**config.mk**
```make
export PLATFORM = sky130hd
export DESIGN_NAME = wit_timer_flat
export DESIGN_NICKNAME = d
export VERILOG_FILES = /design/src/design/wit_pkg.sv /design/src/design/wit_if.sv /design/src/design/wit_timer.sv /design/src/flat_wrapper.sv
export VERILOG_INCLUDE_DIRS = /design/src /design/src/design
export SDC_FILE = /design/constraint.sdc
export NUM_CORES = 1
export LEC_CHECK = 0
export BUFFER_PORTS_ARGS = -buffer_cell sky130_fd_sc_hd__buf_4
export CORE_ASPECT_RATIO = 1.4
export CORE_MARGIN = 5
export CORE_UTILIZATION = 50
export CTS_CLUSTER_DIAMETER = 60
export DETAILED_ROUTE_END_ITERATION = 8
export PLACE_DENSITY = 0.89
export SLEW_MARGIN = 5
export SYNTH_ARGS = -nofsm -noshare
export SYNTH_HDL_FRONTEND = slang
export SYNTH_SLANG_ARGS = --single-unit
```
**constraint.sdc**
```tcl
create_clock -name clk -period 2.3 [get_ports clk]
set_input_delay 0.23 -clock clk [delete_from_list [all_inputs] [get_ports clk]]
set_output_delay 0.23 -clock clk [all_outputs]
set_load 0.01 [all_outputs]
```
**src/design/wit_params.svh**
```systemverilog
// Constants for the watchdog / interval timer: offsets, fields, resets.
// Assumes inclusion by bare name from the design and bench files.
`ifndef WIT_PARAMS_SVH
`define WIT_PARAMS_SVH
`define WIT_PERIOD_SEL_ADDR 16'hff42
`define WIT_MODE_CTRL_ADDR 16'hfff9
`define WIT_PERIOD_SEL_RESET 8'h00
`define WIT_MODE_CTRL_RESET 8'h00
`define WIT_RUN_BIT 7
`define WIT_WDOG_SEL_BIT 4
`define WIT_ACTION_BIT 3
`define WIT_MODE_WMASK 8'h98
`define WIT_SEL_WMASK 8'h07
`define WIT_CNT_W 20
`define WIT_PRE_W 4
`define WIT_PRE_MAX 4'hf
// Host-side register map of the controller
`define WIT_H_CTRL 4'h0
`define WIT_H_STATUS 4'h1
`define WIT_H_MASK 4'h2
`define WIT_H_READ 4'h3
`define WIT_H_CAPT 4'h4
`define WIT_H_OP 4'h5
`define WIT_EV_IRQ 0
`define WIT_EV_NMI 1
`define WIT_EV_RST 2
`define WIT_EV_DONE 3
`endif

```
**src/design/wit_pkg.sv**
```systemverilog
// Types shared by both ends of the watchdog / interval timer link.
// Assumes nothing beyond a SystemVerilog compiler.
package wit_pkg;
  typedef enum logic [1:0] {
    WIT_MODE_INTERVAL = 2'h0,
    WIT_MODE_NMI = 2'h1,
    WIT_MODE_RESET = 2'h2
  } wit_mode_t;
  typedef enum logic [2:0] {
    WIT_ST_IDLE = 3'h1,
    WIT_ST_ACCESS = 3'h2,
    WIT_ST_DONE = 3'h4
  } wit_state_t;
endpackage : wit_pkg

```
**src/design/wit_if.sv**
```systemverilog
// Link between the timer and its CPU-side partner: byte bus plus events.
// Assumes one clock and one reset shared by both ends.
`timescale 1ns/1ps
interface wit_if;
  logic [15:0] addr;
  logic [7:0] wdata;
  logic wr;
  logic wr_bit;
  logic [2:0] bit_sel;
  logic rd;
  logic [7:0] rdata;
  logic interval_irq;
  logic interval_irq_mask;
  logic interval_irq_priority;
  logic irq_req;
  logic nmi_req;
  logic sys_reset_req;
  logic halt_mode;
  logic stop_mode;
  logic sub_clk_cpu;
  modport timer (
    input addr, wdata, wr, wr_bit, bit_sel, rd,
    input interval_irq_mask, interval_irq_priority,
    input halt_mode, stop_mode, sub_clk_cpu,
    output rdata, interval_irq, irq_req, nmi_req, sys_reset_req
  );
  modport cpu (
    output addr, wdata, wr, wr_bit, bit_sel, rd,
    output interval_irq_mask, interval_irq_priority,
    output halt_mode, stop_mode, sub_clk_cpu,
    input rdata, interval_irq, irq_req, nmi_req, sys_reset_req
  );
endinterface : wit_if

```
**src/design/wit_timer.sv**
```systemverilog
// Watchdog / interval timer: two byte registers, divider, overflow actions.
// Assumes the partner drives the link synchronously on the same clock.
//
// The plain strobed port was left to the implementer.
`timescale 1ns/1ps
`include "wit_params.svh"
module wit_timer (
  input wire logic clk,
  input wire logic rst_n,
  wit_if.timer bus
);
  logic [7:0] period_select_reg;
  logic [7:0] mode_control_reg;
  logic [`WIT_PRE_W-1:0] prescale;
  logic [`WIT_CNT_W-1:0] count;
  logic [`WIT_CNT_W-1:0] next_count;
  logic run;
  logic watchdog_select_bit;
  logic overflow_action_bit;
  logic counting;
  logic overflow;
  logic run_strobe;
  logic [7:0] mode_wdata;
  logic [4:0] top_bit;
  logic [4:0] carry_pos;
  logic [`WIT_CNT_W-1:0] low_ones;
  logic mode_wr;
  logic period_wr;
  logic mode_rd;
  logic period_rd;
  wit_pkg::wit_mode_t mode;

  assign run = mode_control_reg[`WIT_RUN_BIT];
  assign watchdog_select_bit = mode_control_reg[`WIT_WDOG_SEL_BIT];
  assign overflow_action_bit = mode_control_reg[`WIT_ACTION_BIT];

  ////////////////////////////////////////////////////////////////////////////
  // Address decode
  // Mode register takes byte and single-bit writes alike
  assign mode_wr = (bus.wr || bus.wr_bit) && bus.addr == `WIT_MODE_CTRL_ADDR;
  // A single-bit write to the period register is dropped
  assign period_wr = bus.wr && bus.addr == `WIT_PERIOD_SEL_ADDR;
  assign mode_rd = bus.rd && bus.addr == `WIT_MODE_CTRL_ADDR;
  assign period_rd = bus.rd && bus.addr == `WIT_PERIOD_SEL_ADDR;

  ////////////////////////////////////////////////////////////////////////////
  // Register writes
  always_comb
  begin
    mode_wdata = bus.wdata;
    if (bus.wr_bit)
    begin
      mode_wdata = mode_control_reg;
      mode_wdata[bus.bit_sel] = bus.wdata[0];
    end
  end

  assign run_strobe = mode_wr && mode_wdata[`WIT_RUN_BIT];

  always_ff @(posedge clk or negedge rst_n)
  begin
    if (!rst_n)
      mode_control_reg <= `WIT_MODE_CTRL_RESET;
    else if (mode_wr)
      // OR-in only: software can set but never clear
      mode_control_reg <= mode_control_reg | (mode_wdata & `WIT_MODE_WMASK);
  end

  always_ff @(posedge clk or negedge rst_n)
  begin
    if (!rst_n)
      period_select_reg <= `WIT_PERIOD_SEL_RESET;
    else if (period_wr)
      period_select_reg <= bus.wdata & `WIT_SEL_WMASK;
  end

  // Idle and unmapped cycles return zero, never stale data
  always_ff @(posedge clk or negedge rst_n)
  begin
    if (!rst_n)
      bus.rdata <= 8'h00;
    else if (mode_rd)
      bus.rdata <= mode_control_reg;
    else if (period_rd)
      bus.rdata <= period_select_reg;
    else
      bus.rdata <= 8'h00;
  end

  ////////////////////////////////////////////////////////////////////////////
  // Divider
  // Code 7 skips one stage, so its period is four times code 6
  // Halt does not matter; stop and subsystem clock freeze it
  assign counting = run && !bus.stop_mode && !bus.sub_clk_cpu;

  // Free-running prescaler is never cleared, so the first period after a
  // restart runs up to 15 clocks short, well under 0.5%
  always_ff @(posedge clk or negedge rst_n)
  begin
    if (!rst_n)
      prescale <= '0;
    else if (counting)
      prescale <= prescale + `WIT_PRE_W'(1);
  end

  always_comb
  begin
    case (period_select_reg[2:0])
      3'h0: top_bit = 5'h0b;
      3'h1: top_bit = 5'h0c;
      3'h2: top_bit = 5'h0d;
      3'h3: top_bit = 5'h0e;
      3'h4: top_bit = 5'h0f;
      3'h5: top_bit = 5'h10;
      3'h6: top_bit = 5'h11;
      3'h7: top_bit = 5'h13;
      default: top_bit = 5'h0b;
    endcase
  end

  assign next_count = count + `WIT_CNT_W'(1);
  // The prescaler supplies the four lowest divider stages
  assign carry_pos = top_bit - 5'h04;

  // Bits above the carry position count as ones, so a stale high count
  // left by a period change still reaches a carry instead of wrapping
  genvar gi;
  generate
    for (gi = 0; gi < `WIT_CNT_W; gi = gi + 1)
    begin : g_low_ones
      assign low_ones[gi] = (5'(gi) > carry_pos) || count[gi];
    end
  endgenerate

  // Carry out of the selected bit
  assign overflow = counting && prescale == `WIT_PRE_MAX && &low_ones &&
    !run_strobe;

  always_ff @(posedge clk or negedge rst_n)
  begin
    if (!rst_n)
      count <= '0;
    else if (run_strobe)
      count <= '0;
    else if (overflow)
      count <= '0;
    else if (counting && prescale == `WIT_PRE_MAX)
      count <= next_count;
  end

  ////////////////////////////////////////////////////////////////////////////
  // Overflow actions
  always_comb
  begin
    if (!watchdog_select_bit)
      mode = wit_pkg::WIT_MODE_INTERVAL;
    else if (!overflow_action_bit)
      mode = wit_pkg::WIT_MODE_NMI;
    else
      mode = wit_pkg::WIT_MODE_RESET;
  end

  // Nothing here enforces the restart deadline; the overflow is the alarm
  always_ff @(posedge clk or negedge rst_n)
  begin
    if (!rst_n)
      bus.interval_irq <= 1'b0;
    else
      bus.interval_irq <= overflow && mode == wit_pkg::WIT_MODE_INTERVAL;
  end

  always_ff @(posedge clk or negedge rst_n)
  begin
    if (!rst_n)
      bus.nmi_req <= 1'b0;
    else
      bus.nmi_req <= overflow && mode == wit_pkg::WIT_MODE_NMI;
  end

  always_ff @(posedge clk or negedge rst_n)
  begin
    if (!rst_n)
      bus.sys_reset_req <= 1'b0;
    else
      bus.sys_reset_req <=
        overflow && mode == wit_pkg::WIT_MODE_RESET;
  end

  // Highest maskable source; the priority flag input is not used here
  assign bus.irq_req =
    bus.interval_irq && !bus.interval_irq_mask;
endmodule : wit_timer

```
**src/flat_wrapper.sv**
```systemverilog
// flat-port wrapper written by rule: the top's interface ports become plain ports
module wit_timer_flat 
  (clk, rst_n, bus_addr, bus_wdata, bus_wr, bus_wr_bit, bus_bit_sel, bus_rd, bus_interval_irq_mask, bus_interval_irq_priority, bus_halt_mode, bus_stop_mode, bus_sub_clk_cpu, bus_rdata, bus_interval_irq, bus_irq_req, bus_nmi_req, bus_sys_reset_req);
  wit_if bus_i ();
  input wire logic clk;
  input wire logic rst_n;
  input wire logic [$bits(bus_i.addr)-1:0] bus_addr;
  input wire logic [$bits(bus_i.wdata)-1:0] bus_wdata;
  input wire logic [$bits(bus_i.wr)-1:0] bus_wr;
  input wire logic [$bits(bus_i.wr_bit)-1:0] bus_wr_bit;
  input wire logic [$bits(bus_i.bit_sel)-1:0] bus_bit_sel;
  input wire logic [$bits(bus_i.rd)-1:0] bus_rd;
  input wire logic [$bits(bus_i.interval_irq_mask)-1:0] bus_interval_irq_mask;
  input wire logic [$bits(bus_i.interval_irq_priority)-1:0] bus_interval_irq_priority;
  input wire logic [$bits(bus_i.halt_mode)-1:0] bus_halt_mode;
  input wire logic [$bits(bus_i.stop_mode)-1:0] bus_stop_mode;
  input wire logic [$bits(bus_i.sub_clk_cpu)-1:0] bus_sub_clk_cpu;
  output wire logic [$bits(bus_i.rdata)-1:0] bus_rdata;
  output wire logic [$bits(bus_i.interval_irq)-1:0] bus_interval_irq;
  output wire logic [$bits(bus_i.irq_req)-1:0] bus_irq_req;
  output wire logic [$bits(bus_i.nmi_req)-1:0] bus_nmi_req;
  output wire logic [$bits(bus_i.sys_reset_req)-1:0] bus_sys_reset_req;
  assign bus_i.addr = bus_addr;
  assign bus_i.wdata = bus_wdata;
  assign bus_i.wr = bus_wr;
  assign bus_i.wr_bit = bus_wr_bit;
  assign bus_i.bit_sel = bus_bit_sel;
  assign bus_i.rd = bus_rd;
  assign bus_i.interval_irq_mask = bus_interval_irq_mask;
  assign bus_i.interval_irq_priority = bus_interval_irq_priority;
  assign bus_i.halt_mode = bus_halt_mode;
  assign bus_i.stop_mode = bus_stop_mode;
  assign bus_i.sub_clk_cpu = bus_sub_clk_cpu;
  assign bus_rdata = bus_i.rdata;
  assign bus_interval_irq = bus_i.interval_irq;
  assign bus_irq_req = bus_i.irq_req;
  assign bus_nmi_req = bus_i.nmi_req;
  assign bus_sys_reset_req = bus_i.sys_reset_req;
  wit_timer u_core (.clk(clk), .rst_n(rst_n), .bus(bus_i));
endmodule
```
==> flow_metrics.env <==
export IMPL_clock_skew_final_ns=0.0119
export IMPL_yosysWarnings=0
export IMPL_final_setup_viol_count=21
export IMPL_clock_sinks=39
export IMPL_ir_worst_vdd_mv=0.262
export IMPL_drt_first_iter_violations=212
export IMPL_worst_setup_path_end_kind="flip-flop"
export IMPL_largest_register_ff_count=20
export IMPL_maxClockFrequency_ghz=0.392
export IMPL_worstSkewPairLatency_ns=0.31
export IMPL_detailedRoute_firstPassIterationCount=5
export IMPL_largestRegisters="u_core.count x20, u_core.bus.rdata x6, u_core.prescale x4"
export IMPL_grt_antenna_before_repair=0
export IMPL_post_route_drc_count=0
export IMPL_fillerInstances=314
export IMPL_whs_path_depth=2
export IMPL_violations="negative setup slack"
export IMPL_hold_end="u_core.period_select_reg[2]"
export IMPL_final_util_pct=68.7
export IMPL_class_of_the_tightest_hold_or_removal_check="in2reg"
export IMPL_power_report_internal_total_uw=1050
export IMPL_dpl_instance_area_mm2=0.00289
export IMPL_timing_rr_start="u_core.period_select_reg[0]"
export IMPL_die_area_mm2=0.00632
export IMPL_power_density_cell_area_mw_per_mm2=413
export IMPL_path_class="reg2reg"
export IMPL_detail_route_vias_per_cell=6.30
export IMPL_largest_register="u_core.count"
export IMPL_yosysTopAreaCellShare_pct=40.6
export IMPL_worstPathArrival_ns=2.72
export IMPL_regToRegEndpoint="u_core.count[12]"
export IMPL_synth_seq_cells=39
export IMPL_hold_viol_final=0
export IMPL_synthToLayoutAreaGrowth_pct=36.2
export IMPL_worst_endpoint_required_ns=2.47
export IMPL_syn_cell_area_mm2=0.00240
export IMPL_finish_net_count=371
export IMPL_post_synth_top_count_cell="sky130_fd_sc_hd__dfrtp_1"
export IMPL_most_used_flip_flop_cell_after_synthesis="sky130_fd_sc_hd__dfrtp_1"
export IMPL_crit_path_start_kind="flip-flop"
export IMPL_place_detailed_instances=377
export IMPL_critical_path_max_stage_delay_ns=0.48
export IMPL_synthTopCellsByArea="sky130_fd_sc_hd__dfrtp_1 41%, sky130_fd_sc_hd__nand3_1 4.6%, sky130_fd_sc_hd__nand2_1 4.2%, sky130_fd_sc_hd__mux2i_1 3.7%, sky130_fd_sc_hd__a31oi_1 3.1%"
export IMPL_run_status="finished with violations"
export IMPL_route_final_wire_length_um=7380
export IMPL_startpoint_of_the_most_critical_hold_path="bus_wdata[2]"
export IMPL_core_area_mm2=0.00477
export IMPL_n_diodes=0
export IMPL_total_vias_in_the_final_route=2474
export IMPL_dp_final_hpwl_um=4520
export IMPL_cts_buffer_count=5
export IMPL_antenna_violating_nets_post_route=0
export IMPL_numPortBuffers=42
export IMPL_grt_setup_unrepaired="true"
export IMPL_slew_headroom_pct=48.5
export IMPL_cp_buffers_inverters=2
export IMPL_p_sw_uw=301
export IMPL_die_x_um=68.6
export IMPL_largest_net_degree_at_the_start_of_global_routing=40
export IMPL_critical_path_peak_fanout=12
export IMPL_final_max_slew_viol_count=0
export IMPL_post_synth_top_area_cell="sky130_fd_sc_hd__dfrtp_1"
export IMPL_clockRootBuffer="sky130_fd_sc_hd__clkbuf_8"
export IMPL_row_count=30
export IMPL_post_route_min_period_ns=2.55
export IMPL_pre_cts_slack_ns=-0.237
export IMPL_gp_routability_congestion=0.898
export IMPL_pin_count=49
export IMPL_async_flop_share_pct=100
export IMPL_synth_enable_flop_cells=0
export IMPL_clock_tree_buffer_depth=2
export IMPL_grt_pass1_vias=2379
export IMPL_power_clock_fraction_pct=43.6
export IMPL_cellLeakagePower_uw=0.00147
export IMPL_globalRouteTotalUtil_pct=22.4
export IMPL_worst_setup_path_startpoint="u_core.period_select_reg[0]"
export IMPL_die_y_um=92.1
export IMPL_p_sw_share_pct=22.3
export IMPL_finish_cell_count_without_fillers=393
export IMPL_layout_cell_share_with_drive_strength_beyond_1_pct=36.8
export IMPL_seq_power_share_pct=50.7
export IMPL_ff2ff_setup_slack_ns=-0.25
export IMPL_grt_residual_overflow=0
export IMPL_yosysSeqAreaShare_pct=40.6
export IMPL_final_period_utilization_pct=111
export IMPL_power_uw=1350
export IMPL_synth_top_cells_by_count="39 x sky130_fd_sc_hd__dfrtp_1, 27 x sky130_fd_sc_hd__nand2_1, 22 x sky130_fd_sc_hd__nand3_1"
export IMPL_worst_r2r_cell_count=10
export IMPL_power_share_combinational_pct=5.8
export IMPL_stdcell_area_mm2=0.00328
export IMPL_clk_pin_slew_worst_paths_ns=0.08
export IMPL_timing_critical_path_max_delay_family="simple AND/OR/NAND/NOR gates"
export IMPL_post_synth_cell_area_avg_um2=9.04
export IMPL_timing_worst_slew_pin_value_ns=0.770
export IMPL_crit_slowest_cell="sky130_fd_sc_hd__or4_4"
export IMPL_syn_instance_count=266
export IMPL_register_area_um2=977
export IMPL_cts_htree_levels=2
export IMPL_postLayoutSetupSlackWorst_ns=-0.249
export IMPL_cts_tree="built"
export IMPL_library_cells_used_by_synthesis=55
export IMPL_starting_density_of_the_core_pct=50.4
export IMPL_drt_wirelength_per_cell_um=18.8
export IMPL_drv_max_cap_violation_count=0
export IMPL_grt_pass1_wl_um=10900
export IMPL_multiInputGateArea_mm2=0.00154
export IMPL_worstPathCellList="inv_4 > ha_4 > or2_1 > a211oi_2 > nor4_4 > nand2_1 > or4_4 > buf_6 > a31oi_1 > o21ai_0"
[power groups by stage]
stage,combinational (uW),clock [uW],sequential [uW]
3_5_place_dp,74.2,0,699
6_report,77.8,589,685
3_3_place_gp,71.9,0,699
4_1_cts,75.8,583,685
2_1_floorplan,16.2,0,699
5_1_grt,84.4,611,685
[metrics by stage]
step / setup TNS, ns / hold slack [ns]
6_report: -3.70 / 0.170
3_5_place_dp: -1.90 / 0.226
2_1_floorplan: -0.731 / -0.0656
4_1_cts: -1.01 / 0.169
3_3_place_gp: -0.639 / 0.222
5_1_grt: -5.36 / 0.169
[repair_timing]
| item | in CTS | in global routing |
|---|---|---|
| gates cloned | 1 | 0 |
| hold buffers | 1 | 0 |
| hold endpoints to repair | 39 | 0 |
| gates resized for setup | 19 | 20 |
| endpoints found under the setup margin | 21 | 23 |
| pin swaps | 12 | 9 |
| buffers inserted | 3 | 4 |
[cells by family (layout without fill, tap and decap cells)]
group                      after synthesis  after routing  synth area share [%]
adders and majority gates                6              6                  3.12
xor gates and xnor gates                 3              3                  1.09
buffers and inverters                   23             85                  4.79
DFF                                     39             39                  40.6
AOI/OAI and AO/OA                       51             51                  15.1
other                                    1              2                 0.156
muxes                                   13             13                  5.62
and+or+nand+nor                        130            130                  29.6
[how the worst max path moves through the flow]
stage                             endpoint  slack, ns  depth (start not counted)
after floorplan            u_core.count[3]      -0.12                         11
after global placement     u_core.count[3]      -0.08                          9
after detailed placement   u_core.count[2]      -0.24                         11
after CTS                  u_core.count[3]      -0.12                          9
after global routing      u_core.count[12]      -0.34                         10
final                     u_core.count[12]      -0.25                         10
[final cells by class]
type	instances	area share, %
multi-input combinational	205	47.1
clock buffer	5	2.10
timing repair buffer	68	16.1
inverter	9	1.11
clock inverter	3	1.34
sequential	39	29.8
tap	64	2.44
[cells in the final DEF, fill, tap and decap left out, types with 4 or more instances in the layout]
cell type,count
sky130_fd_sc_hd__nand3_2,7
sky130_fd_sc_hd__nand3_1,15
sky130_fd_sc_hd__nor2_1,15
sky130_fd_sc_hd__mux2_2,4
sky130_fd_sc_hd__nor3_1,8
sky130_fd_sc_hd__dfrtp_1,38
sky130_fd_sc_hd__inv_1,6
sky130_fd_sc_hd__mux2i_1,9
sky130_fd_sc_hd__a31oi_1,8
sky130_fd_sc_hd__and3_1,9
sky130_fd_sc_hd__nand2_1,26
sky130_fd_sc_hd__o21ai_0,4
sky130_fd_sc_hd__nor2b_1,4
sky130_fd_sc_hd__nand4_1,8
sky130_fd_sc_hd__and2_1,10
sky130_fd_sc_hd__clkbuf_8,5
sky130_fd_sc_hd__o211ai_1,7
sky130_fd_sc_hd__buf_4,64
[routing by layer]
| metal | track usage, % | wire [um] | share of wire (%) | vias to the layer above |
|---|---|---|---|---|
| met5 | 0 | 0 | 0 | - |
| met4 | 9.62 | 340 | 4.6 | 0 |
| li1 | - | - | - | 1100 |
| met2 | 40.1 | 3990 | 54 | 123 |
| met1 | 24.6 | 2630 | 36 | 1218 |
| met3 | 4.17 | 417 | 5.7 | 33 |
Note: power is estimated with default switching activity, not from simulation.
